[src/hdl/start_seq_pkg.sv]
// Purpose: constants, types and register map for the motor start profile sequencer
// Assumes: 100 MHz aclk, AXI4-Lite register access, 32-bit data
// Notes:   percent levels are whole percent, times are seconds or tenths of a second
package start_seq_pkg;

    // register byte offsets
    localparam logic [7:0] CTRL_OFS   = 8'h00;
    localparam logic [7:0] PROF1_OFS  = 8'h04;
    localparam logic [7:0] PROF2_OFS  = 8'h08;
    localparam logic [7:0] CLIM_OFS   = 8'h0C;
    localparam logic [7:0] KICK_OFS   = 8'h10;
    localparam logic [7:0] SCALE_OFS  = 8'h14;
    localparam logic [7:0] STATUS_OFS = 8'h18;
    localparam logic [7:0] OPTION_OFS = 8'h1C;
    localparam logic [7:0] LINE_OFS   = 8'h20;

    // field positions
    localparam int CTRL_START_BIT = 0;
    localparam int CTRL_STOP_BIT  = 1;
    localparam int CTRL_DUAL_BIT  = 2;
    localparam int PROF_MODE_LSB  = 0;
    localparam int PROF_RAMP_LSB  = 8;
    localparam int PROF_TORQ_LSB  = 16;
    localparam int KICK_TIME_LSB  = 0;
    localparam int KICK_LVL_LSB   = 8;

    // limits
    localparam logic [4:0]  RAMP_MAX_S   = 5'h1E;
    localparam logic [6:0]  TORQ_MAX_PCT = 7'h5A;
    localparam logic [9:0]  CLIM_MIN_PCT = 10'h032;
    localparam logic [9:0]  CLIM_MAX_PCT = 10'h258;
    localparam logic [4:0]  KICK_MAX_DS  = 5'h14;
    localparam logic [13:0] SCALE_MIN    = 14'h0001;
    localparam logic [13:0] SCALE_MAX    = 14'h2710;
    localparam logic [9:0]  FULL_PCT     = 10'h064;
    localparam logic [8:0]  DS_PER_S     = 9'h00A;

    // reset values
    localparam logic [9:0]  CLIM_RST  = 10'h15E;
    localparam logic [13:0] SCALE_RST = 14'h0001;
    localparam logic [4:0]  RAMP_RST  = 5'h0A;

    // timing
    localparam int CLK_PERIOD_NS   = 10;
    localparam int TENTH_NS        = 100_000_000;
    localparam int TENTH_CYCLES    = TENTH_NS / CLK_PERIOD_NS;
    localparam int FULL_V_LIMIT_NS = 250_000_000;

    // axi responses
    localparam logic [1:0] RESP_OKAY   = 2'h0;
    localparam logic [1:0] RESP_SLVERR = 2'h2;
    localparam logic [1:0] RESP_DECERR = 2'h3;

    typedef enum logic [1:0] {
        MODE_SOFT,
        MODE_CLIM,
        MODE_FULL,
        MODE_SPEED
    } start_mode_e;

    typedef enum logic [1:0] {
        ST_IDLE,
        ST_KICK,
        ST_RAMP,
        ST_FULL
    } seq_state_e;

    typedef struct packed {
        start_mode_e mode;
        logic [4:0]  ramp_s;
        logic [6:0]  torque;
    } prof_s;

    typedef struct packed {
        logic [4:0] time_ds;
        logic [6:0] level;
    } kick_s;

endpackage

[src/hdl/start_profile_seq.sv]
// Purpose: start profile sequencer with AXI4-Lite register file
// Assumes: full_speed_in and select_n_in are asynchronous contacts; sense_in is on aclk
// Notes:   out_level is percent of full output; meaning depends on out_mode
//
// The AXI4-Lite register port and the register addresses were decided locally.
`timescale 1ns/1ns
module start_profile_seq
    import start_seq_pkg::*;
#(
    parameter int          TENTH_CYC   = TENTH_CYCLES,
    parameter logic [7:0]  OPTION_CODE = 8'h01   // arbitrary value
) (
    // clock and reset
    input  wire logic        aclk,
    input  wire logic        aresetn,
    // axi4-lite write address
    input  wire logic        awvalid,
    output logic             awready,
    input  wire logic [7:0]  awaddr,
    input  wire logic [2:0]  awprot,
    // axi4-lite write data
    input  wire logic        wvalid,
    output logic             wready,
    input  wire logic [31:0] wdata,
    input  wire logic [3:0]  wstrb,
    // axi4-lite write response
    output logic             bvalid,
    input  wire logic        bready,
    output logic [1:0]       bresp,
    // axi4-lite read
    input  wire logic        arvalid,
    output logic             arready,
    input  wire logic [7:0]  araddr,
    input  wire logic [2:0]  arprot,
    output logic             rvalid,
    input  wire logic        rready,
    output logic [31:0]      rdata,
    output logic [1:0]       rresp,
    // motor side
    input  wire logic        full_speed_in,
    input  wire logic        select_n_in,
    input  wire logic [11:0] sense_in,
    output logic [9:0]       out_level,
    output start_mode_e      out_mode,
    output logic             kick_active,
    output logic             full_voltage,
    output logic             running
);

    function automatic logic [31:0] merge(input logic [31:0] old, input logic [31:0] nw, input logic [3:0] s);
        logic [31:0] r;
        r = old;
        for (int i = 0; i < 4; i++) begin
            if (s[i]) begin
                r[8*i +: 8] = nw[8*i +: 8];
            end
        end
        return r;
    endfunction

    function automatic prof_s prof_wr(input prof_s old, input logic [31:0] d);
        prof_s p;
        p.mode   = start_mode_e'(d[PROF_MODE_LSB +: 2]);
        p.ramp_s = (d[PROF_RAMP_LSB +: 5] > RAMP_MAX_S) ? RAMP_MAX_S : d[PROF_RAMP_LSB +: 5];
        if (p.mode == MODE_SOFT) begin
            p.torque = (d[PROF_TORQ_LSB +: 7] > TORQ_MAX_PCT) ? TORQ_MAX_PCT : d[PROF_TORQ_LSB +: 7];
        end else begin
            p.torque = old.torque;
        end
        return p;
    endfunction

    function automatic logic [31:0] prof_rd(input prof_s p);
        logic [31:0] r;
        r = 32'h0000_0000;
        r[PROF_MODE_LSB +: 2] = p.mode;
        r[PROF_RAMP_LSB +: 5] = p.ramp_s;
        if (p.mode == MODE_SOFT) begin
            r[PROF_TORQ_LSB +: 7] = p.torque;
        end
        return r;
    endfunction

    // widened so level times tenths cannot wrap before the divide
    function automatic logic [9:0] ramp_part(input logic [9:0] a, input logic [8:0] n, input logic [8:0] d);
        logic [18:0] p;
        p = {9'h000, a} * {10'h000, n};
        return 10'(p / {10'h000, d});
    endfunction

    // pin synchronisers
    logic [1:0] fs_sync_r;
    logic [1:0] sel_sync_r;
    always_ff @(posedge aclk) begin
        if (!aresetn) begin
            fs_sync_r  <= 2'h0;
            sel_sync_r <= 2'h3;
        end else begin
            fs_sync_r  <= {fs_sync_r[0], full_speed_in};
            sel_sync_r <= {sel_sync_r[0], select_n_in};
        end
    end
    logic full_speed;
    logic select_hi;
    assign full_speed = fs_sync_r[1];
    assign select_hi  = sel_sync_r[1];

    // register file and axi slave state
    prof_s       prof1_r, prof1_nxt, prof2_r, prof2_nxt;
    kick_s       kick_r, kick_nxt;
    logic [9:0]  clim_r, clim_nxt;
    logic [13:0] scale_r, scale_nxt;
    logic        dual_r, dual_nxt;
    logic        start_r, start_nxt, stop_r, stop_nxt;
    logic        aw_got_r, aw_got_nxt, w_got_r, w_got_nxt;
    logic [7:0]  awaddr_r, awaddr_nxt;
    logic [31:0] wdata_r, wdata_nxt;
    logic [3:0]  wstrb_r, wstrb_nxt;
    logic        bvalid_r, bvalid_nxt, rvalid_r, rvalid_nxt;
    logic [1:0]  bresp_r, bresp_nxt, rresp_r, rresp_nxt;
    logic [31:0] rdata_r, rdata_nxt;
    logic [25:0] line_r, line_nxt;

    // sequencer state
    seq_state_e  state_r, state_nxt;
    prof_s       act_r, act_nxt;
    kick_s       akick_r, akick_nxt;
    logic [9:0]  aclim_r, aclim_nxt;
    logic        prof2_sel_r, prof2_sel_nxt;
    logic [31:0] tick_r, tick_nxt;
    logic [8:0]  ds_r, ds_nxt;
    logic [9:0]  level_r, level_nxt;

    assign awready = !aw_got_r && !bvalid_r;
    assign wready  = !w_got_r && !bvalid_r;
    assign arready = !rvalid_r;
    assign bvalid  = bvalid_r;
    assign bresp   = bresp_r;
    assign rvalid  = rvalid_r;
    assign rdata   = rdata_r;
    assign rresp   = rresp_r;

    always_comb begin
        logic        aw_hs;
        logic        w_hs;
        logic [7:0]  wa;
        logic [31:0] wd;
        logic [3:0]  ws;
        logic [31:0] m;
        aw_hs = awvalid && awready;
        w_hs  = wvalid && wready;
        wa    = aw_got_r ? awaddr_r : awaddr;
        wd    = w_got_r ? wdata_r : wdata;
        ws    = w_got_r ? wstrb_r : wstrb;
        m     = 32'h0000_0000;
        prof1_nxt  = prof1_r;
        prof2_nxt  = prof2_r;
        kick_nxt   = kick_r;
        clim_nxt   = clim_r;
        scale_nxt  = scale_r;
        dual_nxt   = dual_r;
        start_nxt  = 1'b0;
        stop_nxt   = 1'b0;
        aw_got_nxt = aw_got_r || aw_hs;
        w_got_nxt  = w_got_r || w_hs;
        awaddr_nxt = aw_hs ? awaddr : awaddr_r;
        wdata_nxt  = w_hs ? wdata : wdata_r;
        wstrb_nxt  = w_hs ? wstrb : wstrb_r;
        bvalid_nxt = bvalid_r && !bready;
        bresp_nxt  = bresp_r;
        rvalid_nxt = rvalid_r && !rready;
        rresp_nxt  = rresp_r;
        rdata_nxt  = rdata_r;
        line_nxt   = 26'(sense_in) * 26'(scale_r);
        // writes land in the setting registers; a start snapshots them
        if ((aw_got_r || aw_hs) && (w_got_r || w_hs)) begin
            aw_got_nxt = 1'b0;
            w_got_nxt  = 1'b0;
            bvalid_nxt = 1'b1;
            bresp_nxt  = RESP_OKAY;
            unique case (wa)
                CTRL_OFS: begin
                    m = merge({29'h0, dual_r, 2'h0}, wd, ws);
                    start_nxt = m[CTRL_START_BIT];
                    stop_nxt  = m[CTRL_STOP_BIT];
                    dual_nxt  = m[CTRL_DUAL_BIT];
                end
                PROF1_OFS: prof1_nxt = prof_wr(prof1_r, merge(prof_rd(prof1_r), wd, ws));
                PROF2_OFS: prof2_nxt = prof_wr(prof2_r, merge(prof_rd(prof2_r), wd, ws));
                CLIM_OFS: begin
                    m = merge({22'h0, clim_r}, wd, ws);
                    if (m[9:0] < CLIM_MIN_PCT) begin
                        clim_nxt = CLIM_MIN_PCT;
                    end else if (m[9:0] > CLIM_MAX_PCT) begin
                        clim_nxt = CLIM_MAX_PCT;
                    end else begin
                        clim_nxt = m[9:0];
                    end
                end
                KICK_OFS: begin
                    m = merge({17'h0, kick_r.level, 3'h0, kick_r.time_ds}, wd, ws);
                    kick_nxt.time_ds = (m[KICK_TIME_LSB +: 5] > KICK_MAX_DS) ? KICK_MAX_DS : m[KICK_TIME_LSB +: 5];
                    kick_nxt.level   = (m[KICK_LVL_LSB +: 7] > TORQ_MAX_PCT) ? TORQ_MAX_PCT : m[KICK_LVL_LSB +: 7];
                end
                SCALE_OFS: begin
                    m = merge({18'h0, scale_r}, wd, ws);
                    if (m[13:0] < SCALE_MIN) begin
                        scale_nxt = SCALE_MIN;
                    end else if (m[13:0] > SCALE_MAX) begin
                        scale_nxt = SCALE_MAX;
                    end else begin
                        scale_nxt = m[13:0];
                    end
                end
                OPTION_OFS, STATUS_OFS, LINE_OFS: bresp_nxt = RESP_SLVERR;
                default: bresp_nxt = RESP_DECERR;
            endcase
        end
        if (arvalid && arready) begin
            rvalid_nxt = 1'b1;
            rresp_nxt  = RESP_OKAY;
            unique case (araddr)
                CTRL_OFS:   rdata_nxt = {29'h0, dual_r, 2'h0};
                PROF1_OFS:  rdata_nxt = prof_rd(prof1_r);
                PROF2_OFS:  rdata_nxt = prof_rd(prof2_r);
                CLIM_OFS:   rdata_nxt = {22'h0, clim_r};
                KICK_OFS:   rdata_nxt = {17'h0, kick_r.level, 3'h0, kick_r.time_ds};
                SCALE_OFS:  rdata_nxt = {18'h0, scale_r};
                STATUS_OFS: rdata_nxt = {14'h0, full_speed, prof2_sel_r, act_r.mode, level_r, 2'h0, state_r};
                OPTION_OFS: rdata_nxt = {24'h0, OPTION_CODE};
                LINE_OFS:   rdata_nxt = {6'h0, line_r};
                default: begin
                    rdata_nxt = 32'h0000_0000;
                    rresp_nxt = RESP_DECERR;
                end
            endcase
        end
    end

    always_ff @(posedge aclk) begin
        if (!aresetn) begin
            prof1_r  <= '{mode: MODE_SOFT, ramp_s: RAMP_RST, torque: 7'h00};
            prof2_r  <= '{mode: MODE_SOFT, ramp_s: RAMP_RST, torque: 7'h00};
            kick_r   <= '{time_ds: 5'h00, level: 7'h00};
            clim_r   <= CLIM_RST;
            scale_r  <= SCALE_RST;
            dual_r   <= 1'b0;
            start_r  <= 1'b0;
            stop_r   <= 1'b0;
            aw_got_r <= 1'b0;
            w_got_r  <= 1'b0;
            awaddr_r <= 8'h00;
            wdata_r  <= 32'h0000_0000;
            wstrb_r  <= 4'h0;
            bvalid_r <= 1'b0;
            bresp_r  <= RESP_OKAY;
            rvalid_r <= 1'b0;
            rresp_r  <= RESP_OKAY;
            rdata_r  <= 32'h0000_0000;
            line_r   <= 26'h000_0000;
        end else begin
            prof1_r  <= prof1_nxt;
            prof2_r  <= prof2_nxt;
            kick_r   <= kick_nxt;
            clim_r   <= clim_nxt;
            scale_r  <= scale_nxt;
            dual_r   <= dual_nxt;
            start_r  <= start_nxt;
            stop_r   <= stop_nxt;
            aw_got_r <= aw_got_nxt;
            w_got_r  <= w_got_nxt;
            awaddr_r <= awaddr_nxt;
            wdata_r  <= wdata_nxt;
            wstrb_r  <= wstrb_nxt;
            bvalid_r <= bvalid_nxt;
            bresp_r  <= bresp_nxt;
            rvalid_r <= rvalid_nxt;
            rresp_r  <= rresp_nxt;
            rdata_r  <= rdata_nxt;
            line_r   <= line_nxt;
        end
    end

    // sequencer; one division per cycle is slow but the ramp only moves per tenth second
    always_comb begin
        logic       tenth;
        logic [8:0] total;
        logic [9:0] span;
        seq_state_e after_kick;
        state_nxt     = state_r;
        act_nxt       = act_r;
        akick_nxt     = akick_r;
        aclim_nxt     = aclim_r;
        prof2_sel_nxt = prof2_sel_r;
        tick_nxt      = (tick_r == 32'(TENTH_CYC - 1)) ? 32'h0 : tick_r + 32'h1;
        tenth         = (tick_r == 32'(TENTH_CYC - 1));
        ds_nxt        = ds_r;
        level_nxt     = level_r;
        total         = 9'(act_r.ramp_s * DS_PER_S);
        span          = FULL_PCT - {3'h0, act_r.torque};
        after_kick    = (act_r.mode == MODE_FULL || act_r.ramp_s == 5'h00) ? ST_FULL : ST_RAMP;
        unique case (state_r)
            ST_IDLE: begin
                level_nxt = 10'h000;
                if (start_r) begin
                    // settings snapshot here, so later writes wait for the next start
                    prof2_sel_nxt = dual_r && !select_hi;
                    act_nxt       = prof2_sel_nxt ? prof2_r : prof1_r;
                    akick_nxt     = kick_r;
                    aclim_nxt     = clim_r;
                    tick_nxt      = 32'h0;
                    ds_nxt        = 9'h000;
                    if (kick_r.time_ds != 5'h00 && act_nxt.mode != MODE_FULL) begin
                        state_nxt = ST_KICK;
                        level_nxt = {3'h0, kick_r.level};
                    end else if (act_nxt.mode == MODE_FULL || act_nxt.ramp_s == 5'h00) begin
                        state_nxt = ST_FULL;
                        level_nxt = FULL_PCT;
                    end else begin
                        state_nxt = ST_RAMP;
                        level_nxt = (act_nxt.mode == MODE_SOFT) ? {3'h0, act_nxt.torque} :
                                    (act_nxt.mode == MODE_CLIM) ? clim_r : 10'h000;
                    end
                end
            end
            ST_KICK: begin
                if (tenth) begin
                    ds_nxt = ds_r + 9'h1;
                    if (ds_nxt == {4'h0, akick_r.time_ds}) begin
                        ds_nxt    = 9'h000;
                        state_nxt = after_kick;
                        level_nxt = (after_kick == ST_FULL) ? FULL_PCT :
                                    (act_r.mode == MODE_SOFT) ? {3'h0, act_r.torque} :
                                    (act_r.mode == MODE_CLIM) ? aclim_r : 10'h000;
                    end
                end
            end
            ST_RAMP: begin
                if (full_speed && (act_r.mode == MODE_SOFT || act_r.mode == MODE_CLIM)) begin
                    state_nxt = ST_FULL;
                    level_nxt = FULL_PCT;
                end else if (tenth) begin
                    ds_nxt = ds_r + 9'h1;
                    if (ds_nxt >= total) begin
                        state_nxt = ST_FULL;
                        level_nxt = FULL_PCT;
                    end else if (act_r.mode == MODE_SOFT) begin
                        level_nxt = {3'h0, act_r.torque} + ramp_part(span, ds_nxt, total);
                    end else if (act_r.mode == MODE_SPEED) begin
                        level_nxt = ramp_part(FULL_PCT, ds_nxt, total);
                    end else begin
                        level_nxt = aclim_r;
                    end
                end
            end
            ST_FULL: level_nxt = FULL_PCT;
        endcase
        if (stop_r) begin
            state_nxt = ST_IDLE;
            level_nxt = 10'h000;
        end
    end

    always_ff @(posedge aclk) begin
        if (!aresetn) begin
            state_r     <= ST_IDLE;
            act_r       <= '{mode: MODE_SOFT, ramp_s: 5'h00, torque: 7'h00};
            akick_r     <= '{time_ds: 5'h00, level: 7'h00};
            aclim_r     <= CLIM_RST;
            prof2_sel_r <= 1'b0;
            tick_r      <= 32'h0;
            ds_r        <= 9'h000;
            level_r     <= 10'h000;
        end else begin
            state_r     <= state_nxt;
            act_r       <= act_nxt;
            akick_r     <= akick_nxt;
            aclim_r     <= aclim_nxt;
            prof2_sel_r <= prof2_sel_nxt;
            tick_r      <= tick_nxt;
            ds_r        <= ds_nxt;
            level_r     <= level_nxt;
        end
    end

    assign out_level    = level_r;
    assign out_mode     = act_r.mode;
    assign kick_active  = (state_r == ST_KICK);
    assign full_voltage = (state_r == ST_FULL);
    assign running      = (state_r != ST_IDLE);

endmodule // start_profile_seq

[config.mk]
export PLATFORM = sky130hd
export DESIGN_NAME = start_profile_seq
export DESIGN_NICKNAME = d
export VERILOG_FILES = /design/src/hdl/start_seq_pkg.sv /design/src/hdl/start_profile_seq.sv
export SDC_FILE = /design/constraint.sdc
export NUM_CORES = 2
export LEC_CHECK = 0
export ABC_AREA = 1
export BUFFER_PORTS_ARGS = -buffer_cell sky130_fd_sc_hd__buf_2
export CAP_MARGIN = 30
export CORE_MARGIN = 10
export CORE_UTILIZATION = 35
export CTS_CLUSTER_DIAMETER = 200
export CTS_CLUSTER_SIZE = 12
export DETAILED_ROUTE_END_ITERATION = 10
export PLACE_DENSITY_LB_ADDON = 0.08
export SYNTH_ARGS = -nofsm -noshare
export SYNTH_HDL_FRONTEND = slang
export SYNTH_SLANG_ARGS = --single-unit
[constraint.sdc]
create_clock -name aclk -period 39 [get_ports aclk]
set_input_delay 1.95 -clock aclk [delete_from_list [all_inputs] [get_ports aclk]]
set_output_delay 1.95 -clock aclk [all_outputs]
set_load 0.01 [all_outputs]
Word level (Yosys, flattened, before mapping)
Cells that the tools add are included.

storage, ports and cells
  flip-flop bits (word level) = 254
  input port bits = 79
  output and inout port bits = 56
  logic and storage cells = 240

operators by class
  $add $sub $neg = 4
  multiply operators = 4
  div/mod/pow operators = 2
  $lt $le $gt $ge = 11
  equality and inequality tests = 35
  muxes and demuxes = 92
  bitwise gates (word level) = 1
  reduce and logical (&&, ||, !) cells = 55

operators with widths
  kind                   number
  $pmux 26 s9            1
  $mux 10                17
  $mux 7                 14
  $mux 32                3
  $eq 8x5->1 const B     8
  $mux 5                 12
  $mux 8                 7
  $mux 9                 5
  $mux 14                3
  $pmux 10 s4            1
  $mux 2                 17
  $add 32x1->32 const B  1
  $eq 32x24->1 const B   1
  $eq 8x4->1 const B     4
  $pmux 9 s3             1
  $mul 12x14->26         1
  $mux 23                1
  $gt 7x7->1 const B     3
  $div 16x9->19          1
  $div 19x9->19          1
  $mul 10x9->19          1
  $mux 6                 3
  $eq 8x3->1 const B     2
  $eq 8x6->1 const B     2
  40 further kinds       94

Logic depth before layout (Yosys ltp)
  depth after elaboration = 10
  gate-level depth with buffers = 299

Worst setup path after synthesis
OpenSTA, ideal clock, no wires.

  kind = register to register
  start = reg ds_r[1]
  end = reg level_r[8] (netlist: out_level[8])
  setup time = 95 ps
  data arrival time = 38185 ps
  setup slack = 719 ps
  stages on the path, launching flop included = 286
  path through = dfxtp_1 -> ha_1 -> nand2_1 -> nor2_1 -> nand4_1 -> nor2_1 -> xor2_1 -> inv_1 -> nand2_1 -> fa_1 -> fa_1 -> inv_1 -> fa_1 -> inv_1 -> fa_1 -> inv_1 -> ha_1 -> nand2_1 -> [... 250 more ...] -> nand2_1 -> nor2_1 -> nand3_1 -> nor2_1 -> nand4_1 -> ha_1 -> inv_1 -> fa_1 -> o31ai_1 -> a21oi_1 -> nor2_1 -> o21ai_0 -> a21oi_1 -> xor2_1 -> o221ai_1 -> o21ai_0 -> nand2_1 -> a221oi_1

between the ends
  longest elaborated chain between the ends = 9
  elaborated cells on any way between the ends = 16

ends and longest elaborated chain
  item                                            line                                                RTL
  start: declaration                              start_profile_seq.sv:131                            logic [8:0] ds_r, ds_nxt;
  start signal: assignment                        start_profile_seq.sv:381                            ds_r <= ds_nxt;
  $add 9x1->9 (*)                                 start_profile_seq.sv:328, start_profile_seq.sv:343
  $mul 10x9->19 or $mul 5x9->14 (tied branches)   start_profile_seq.sv:87                             p = {9'h000, a} * {10'h000, n};
  $div 19x9->19 or $div 16x9->19 (tied branches)  start_profile_seq.sv:88                             return 10'(p / {10'h000, d});
  $add 7x10->10 or $mux 10 (tied branches)        start_profile_seq.sv:348, start_profile_seq.sv:349
  $mux 10                                         start_profile_seq.sv:347                            end else if (act_r.mode == MODE_SOFT) begin
  $mux 10                                         start_profile_seq.sv:344                            if (ds_nxt >= total) begin
  $mux 10                                         start_profile_seq.sv:342                            end else if (tenth) begin
  $mux 10                                         start_profile_seq.sv:339                            if (full_speed && (act_r.mode == MODE_SOFT || act_r.mode == MODE_CLIM)) begin
  $pmux 10 s4                                     start_profile_seq.sv:302                            unique case (state_r)
  end signal: assignment                          start_profile_seq.sv:382                            level_r <= level_nxt;
  end: declaration                                start_profile_seq.sv:132                            logic [9:0] level_r, level_nxt;

Mark *: on every way between the ends. The rest lies on a longest branch, timed or not. The select of a mux whose other input is x is not followed.
A chain may end at the register's enable or synchronous reset.

Final worst setup path
  start = reg ds_r[0]
  end = reg level_r[8] (netlist: out_level[8])

The elaborated chain is that of the path after synthesis.

==> run metrics <==
grt total ovfl 0; simple-gate share of the synthesized area a little over a quarter; Distinct cells, synth 72; Most used DFF post-synth dfxtp_1; Core ar. 97140 um2; initial antenna violation count 8; slowest CP cell fa_1; crit-path most repeated cell nand2_1; TritonCTS Buffers 24; Initial Util between 30% and 40%; main combinational cell family by area after synthesis simple AND/OR/NAND/NOR gates; Routed WL 107700 um; CP max FO 12; Nets approximately 6100; Skew-Pair Late Insertion Delay roughly 0.55 ns; Rows between 100 and 150; area share of the largest cell type after synthesis 14.63%; full die area 111100 um2; Post-Syn Area per Cell 6.645 um2; CP peak stage delay approximately 0.56 ns; minimum clock period around 36 ns; clk_skew approximately 0.028 ns; GPL Wtd Cong 0.9507; critical path required time 39.45 ns; final setup fails 0; CP Capture Type flip-flop; EDFF count, synth 0; Clock Sinks 246; most instantiated cells after synthesis 1172 x nand2_1, 876 x inv_1, 408 x nor2_1, 402 x ha_1, 372 x o21ai_0; CTS tree yes; area leader, netlist ha_1; global-route wire length before repair ~170000 um; Hold Path Class flip-flop to flip-flop; Slew Limit Fails 0; Global Route Usage Sum between 10% and 20%; vias per cell approximately 5.0; vias 33180; Setup CP Type flip-flop to flip-flop; die extent in y 333.4 um; Post-synth ARST share 0%; I/O pin cnt between 100 and 150; DR WL/cell around 16 um; setup TNS 0 ns; yosys warns 0; port bufs 111; DRT iter0 DRCs roughly 2000; H-tree levels 1; Final Non-Filler Cells 6677; FF+latch count, synth around 250; Startpoint Class flip-flop; Worst Tran Pin Value around 1.0 ns; Achievable Freq between 20 and 30 MHz; # DRC 0; largest net degree at the start of global routing 49; clock-pin slew on the worst setup and hold paths about 0.070 ns; clk buf depth 3; synth-to-layout area growth 13.09%; Area contributors post-synth ha_1 15%, dfxtp_1 14%, nand2_1 13%, fa_1 11%, inv_1 9.6%; Post-Syn Area 34370 um2; DP Area around 37000 um2; Die X 333.4 um; Bufs and invs on worst path 48; vias in the first global route ~32000; root buf cell clkbuf_16; max_slew headroom just under 30%; Placed Cells incl. Taps 6602; final hold vios 0; family with the most delay on the worst path compound AO/OA/AOI/OAI gates; Arrival @ worst endpoint 36.11 ns; Cells after Synth ~5200; hold_buf cts 0; mux cell area share after synthesis less than 1%; status completed; first drt pass iteration count 6; count leader, synth nand2_1; final antenna-violating net count 0; layout cells sized above 1 12.85%; Max Cap Viol 0; Post-Synth Adder-Cell Area approximately a quarter; Detailed Place HPWL 87410 um; period utilisation layout around nine tenths; Final Cell Area about 39000 um2; Synth Area in XOR/XNOR under 10%; post-synthesis compound-gate area fraction 16.23%; Seq/Total Area, Yosys 14.33%
path summary, 6_finish.rpt:
kind,from,end,slack [ns],cells past startpoint
hold / removal,fs_sync_r[0],fs_sync_r[1],0.42,2
setup reg to reg,ds_r[0],out_level[8],3.34,276
setup / recovery,ds_r[0],out_level[8],3.34,276
hold reg to reg,fs_sync_r[0],fs_sync_r[1],0.42,2
sequential cells by signal, indices dropped and copies added, names as in the netlist, 3 cells and up:
register   count
prof1_r       14
kick_r        12
tick_r        32
wdata_r       22
ds_r           9
akick_r        5
aclim_r       10
prof2_r       14
clim_r        10
awaddr_r       8
wstrb_r        3
out_level     10
line_r        26
rdata         26
scale_r       14
act_r         12
area by class of cell:
type,instances,area (um2)
fill,10550,58260
multi-input combinational,3884,26000
sequential,246,4931
inverter,920,3485
timing repair buffer,322,2212
tap,1276,1597
clock buffer,25,625.6
clock inverter,1,8.758
timing repair inverter,1,5.005
antenna,2,5.005
timing repair:
action / in CTS / in global routing
setup endpoints to repair: 0 / 10
setup buffers: 0 / 44
resized for setup: 0 / 201
per-layer routing:
metal	up-vias	track usage (%)	share of wire (%)
met5	-	0	0.072
met4	10	2.984	1.9
met3	103	2.105	4.3
met2	557	31.83	46
met1	15370	25.54	48
li1	17150	-	-
metrics by stage:
step	hold slack [ns]	util, %	setup WS (ns)
after floorplan	0.3905	-	0.7193
after global placement	0.3932	38.26	0.7227
after detailed placement	0.4047	38.34	0.6474
after CTS	0.4197	38.99	0.3663
after global routing	0.4321	40.01	-0.2418
final	0.4159	40.02	3.341
layout by cell type, fill, tap and decap left out, types with 23 or more instances in the layout:
cell,Yosys,final
nor2_2,17,33
nand3_2,33,34
o31ai_1,33,28
nand2_2,36,44
inv_2,32,43
o21bai_1,37,33
fa_1,183,181
a21o_1,31,31
nor2_1,408,385
nand2_1,1172,1161
dfxtp_1,246,243
nand4_1,67,67
o21ai_0,372,343
ha_1,402,394
a21oi_2,4,38
or2_2,44,44
a21oi_1,275,237
inv_1,876,859
xnor2_1,75,75
buf_2,5,112
clkbuf_16,0,25
nand3_1,197,195
o21ai_1,32,48
nor3_1,73,72
buf_4,15,200
xor2_1,123,122
o22ai_1,53,53
o211ai_1,23,23
tightest hold or removal path, delay by kind of cell (launching register included):
| family | cells | cell delay (ns) |
|---|---|---|
| buffers and inverters | 1 | 0.04 |
| DFF | 1 | 0.31 |
| and+or+nand+nor | 1 | 0.05 |
logic make-up (layout without fill, tap and decap cells):
group,Yosys count,count (layout)
compound gates,971,971
xor+xnor,198,198
fa+ha+maj,585,585
buf+inv,1048,1269
flops,246,246
mux,4,4
other cells,1,8
simple gates,2120,2120
Power is not shown: default switching activity piles up to over one toggle a cycle in this logic, so the estimate is an artifact.
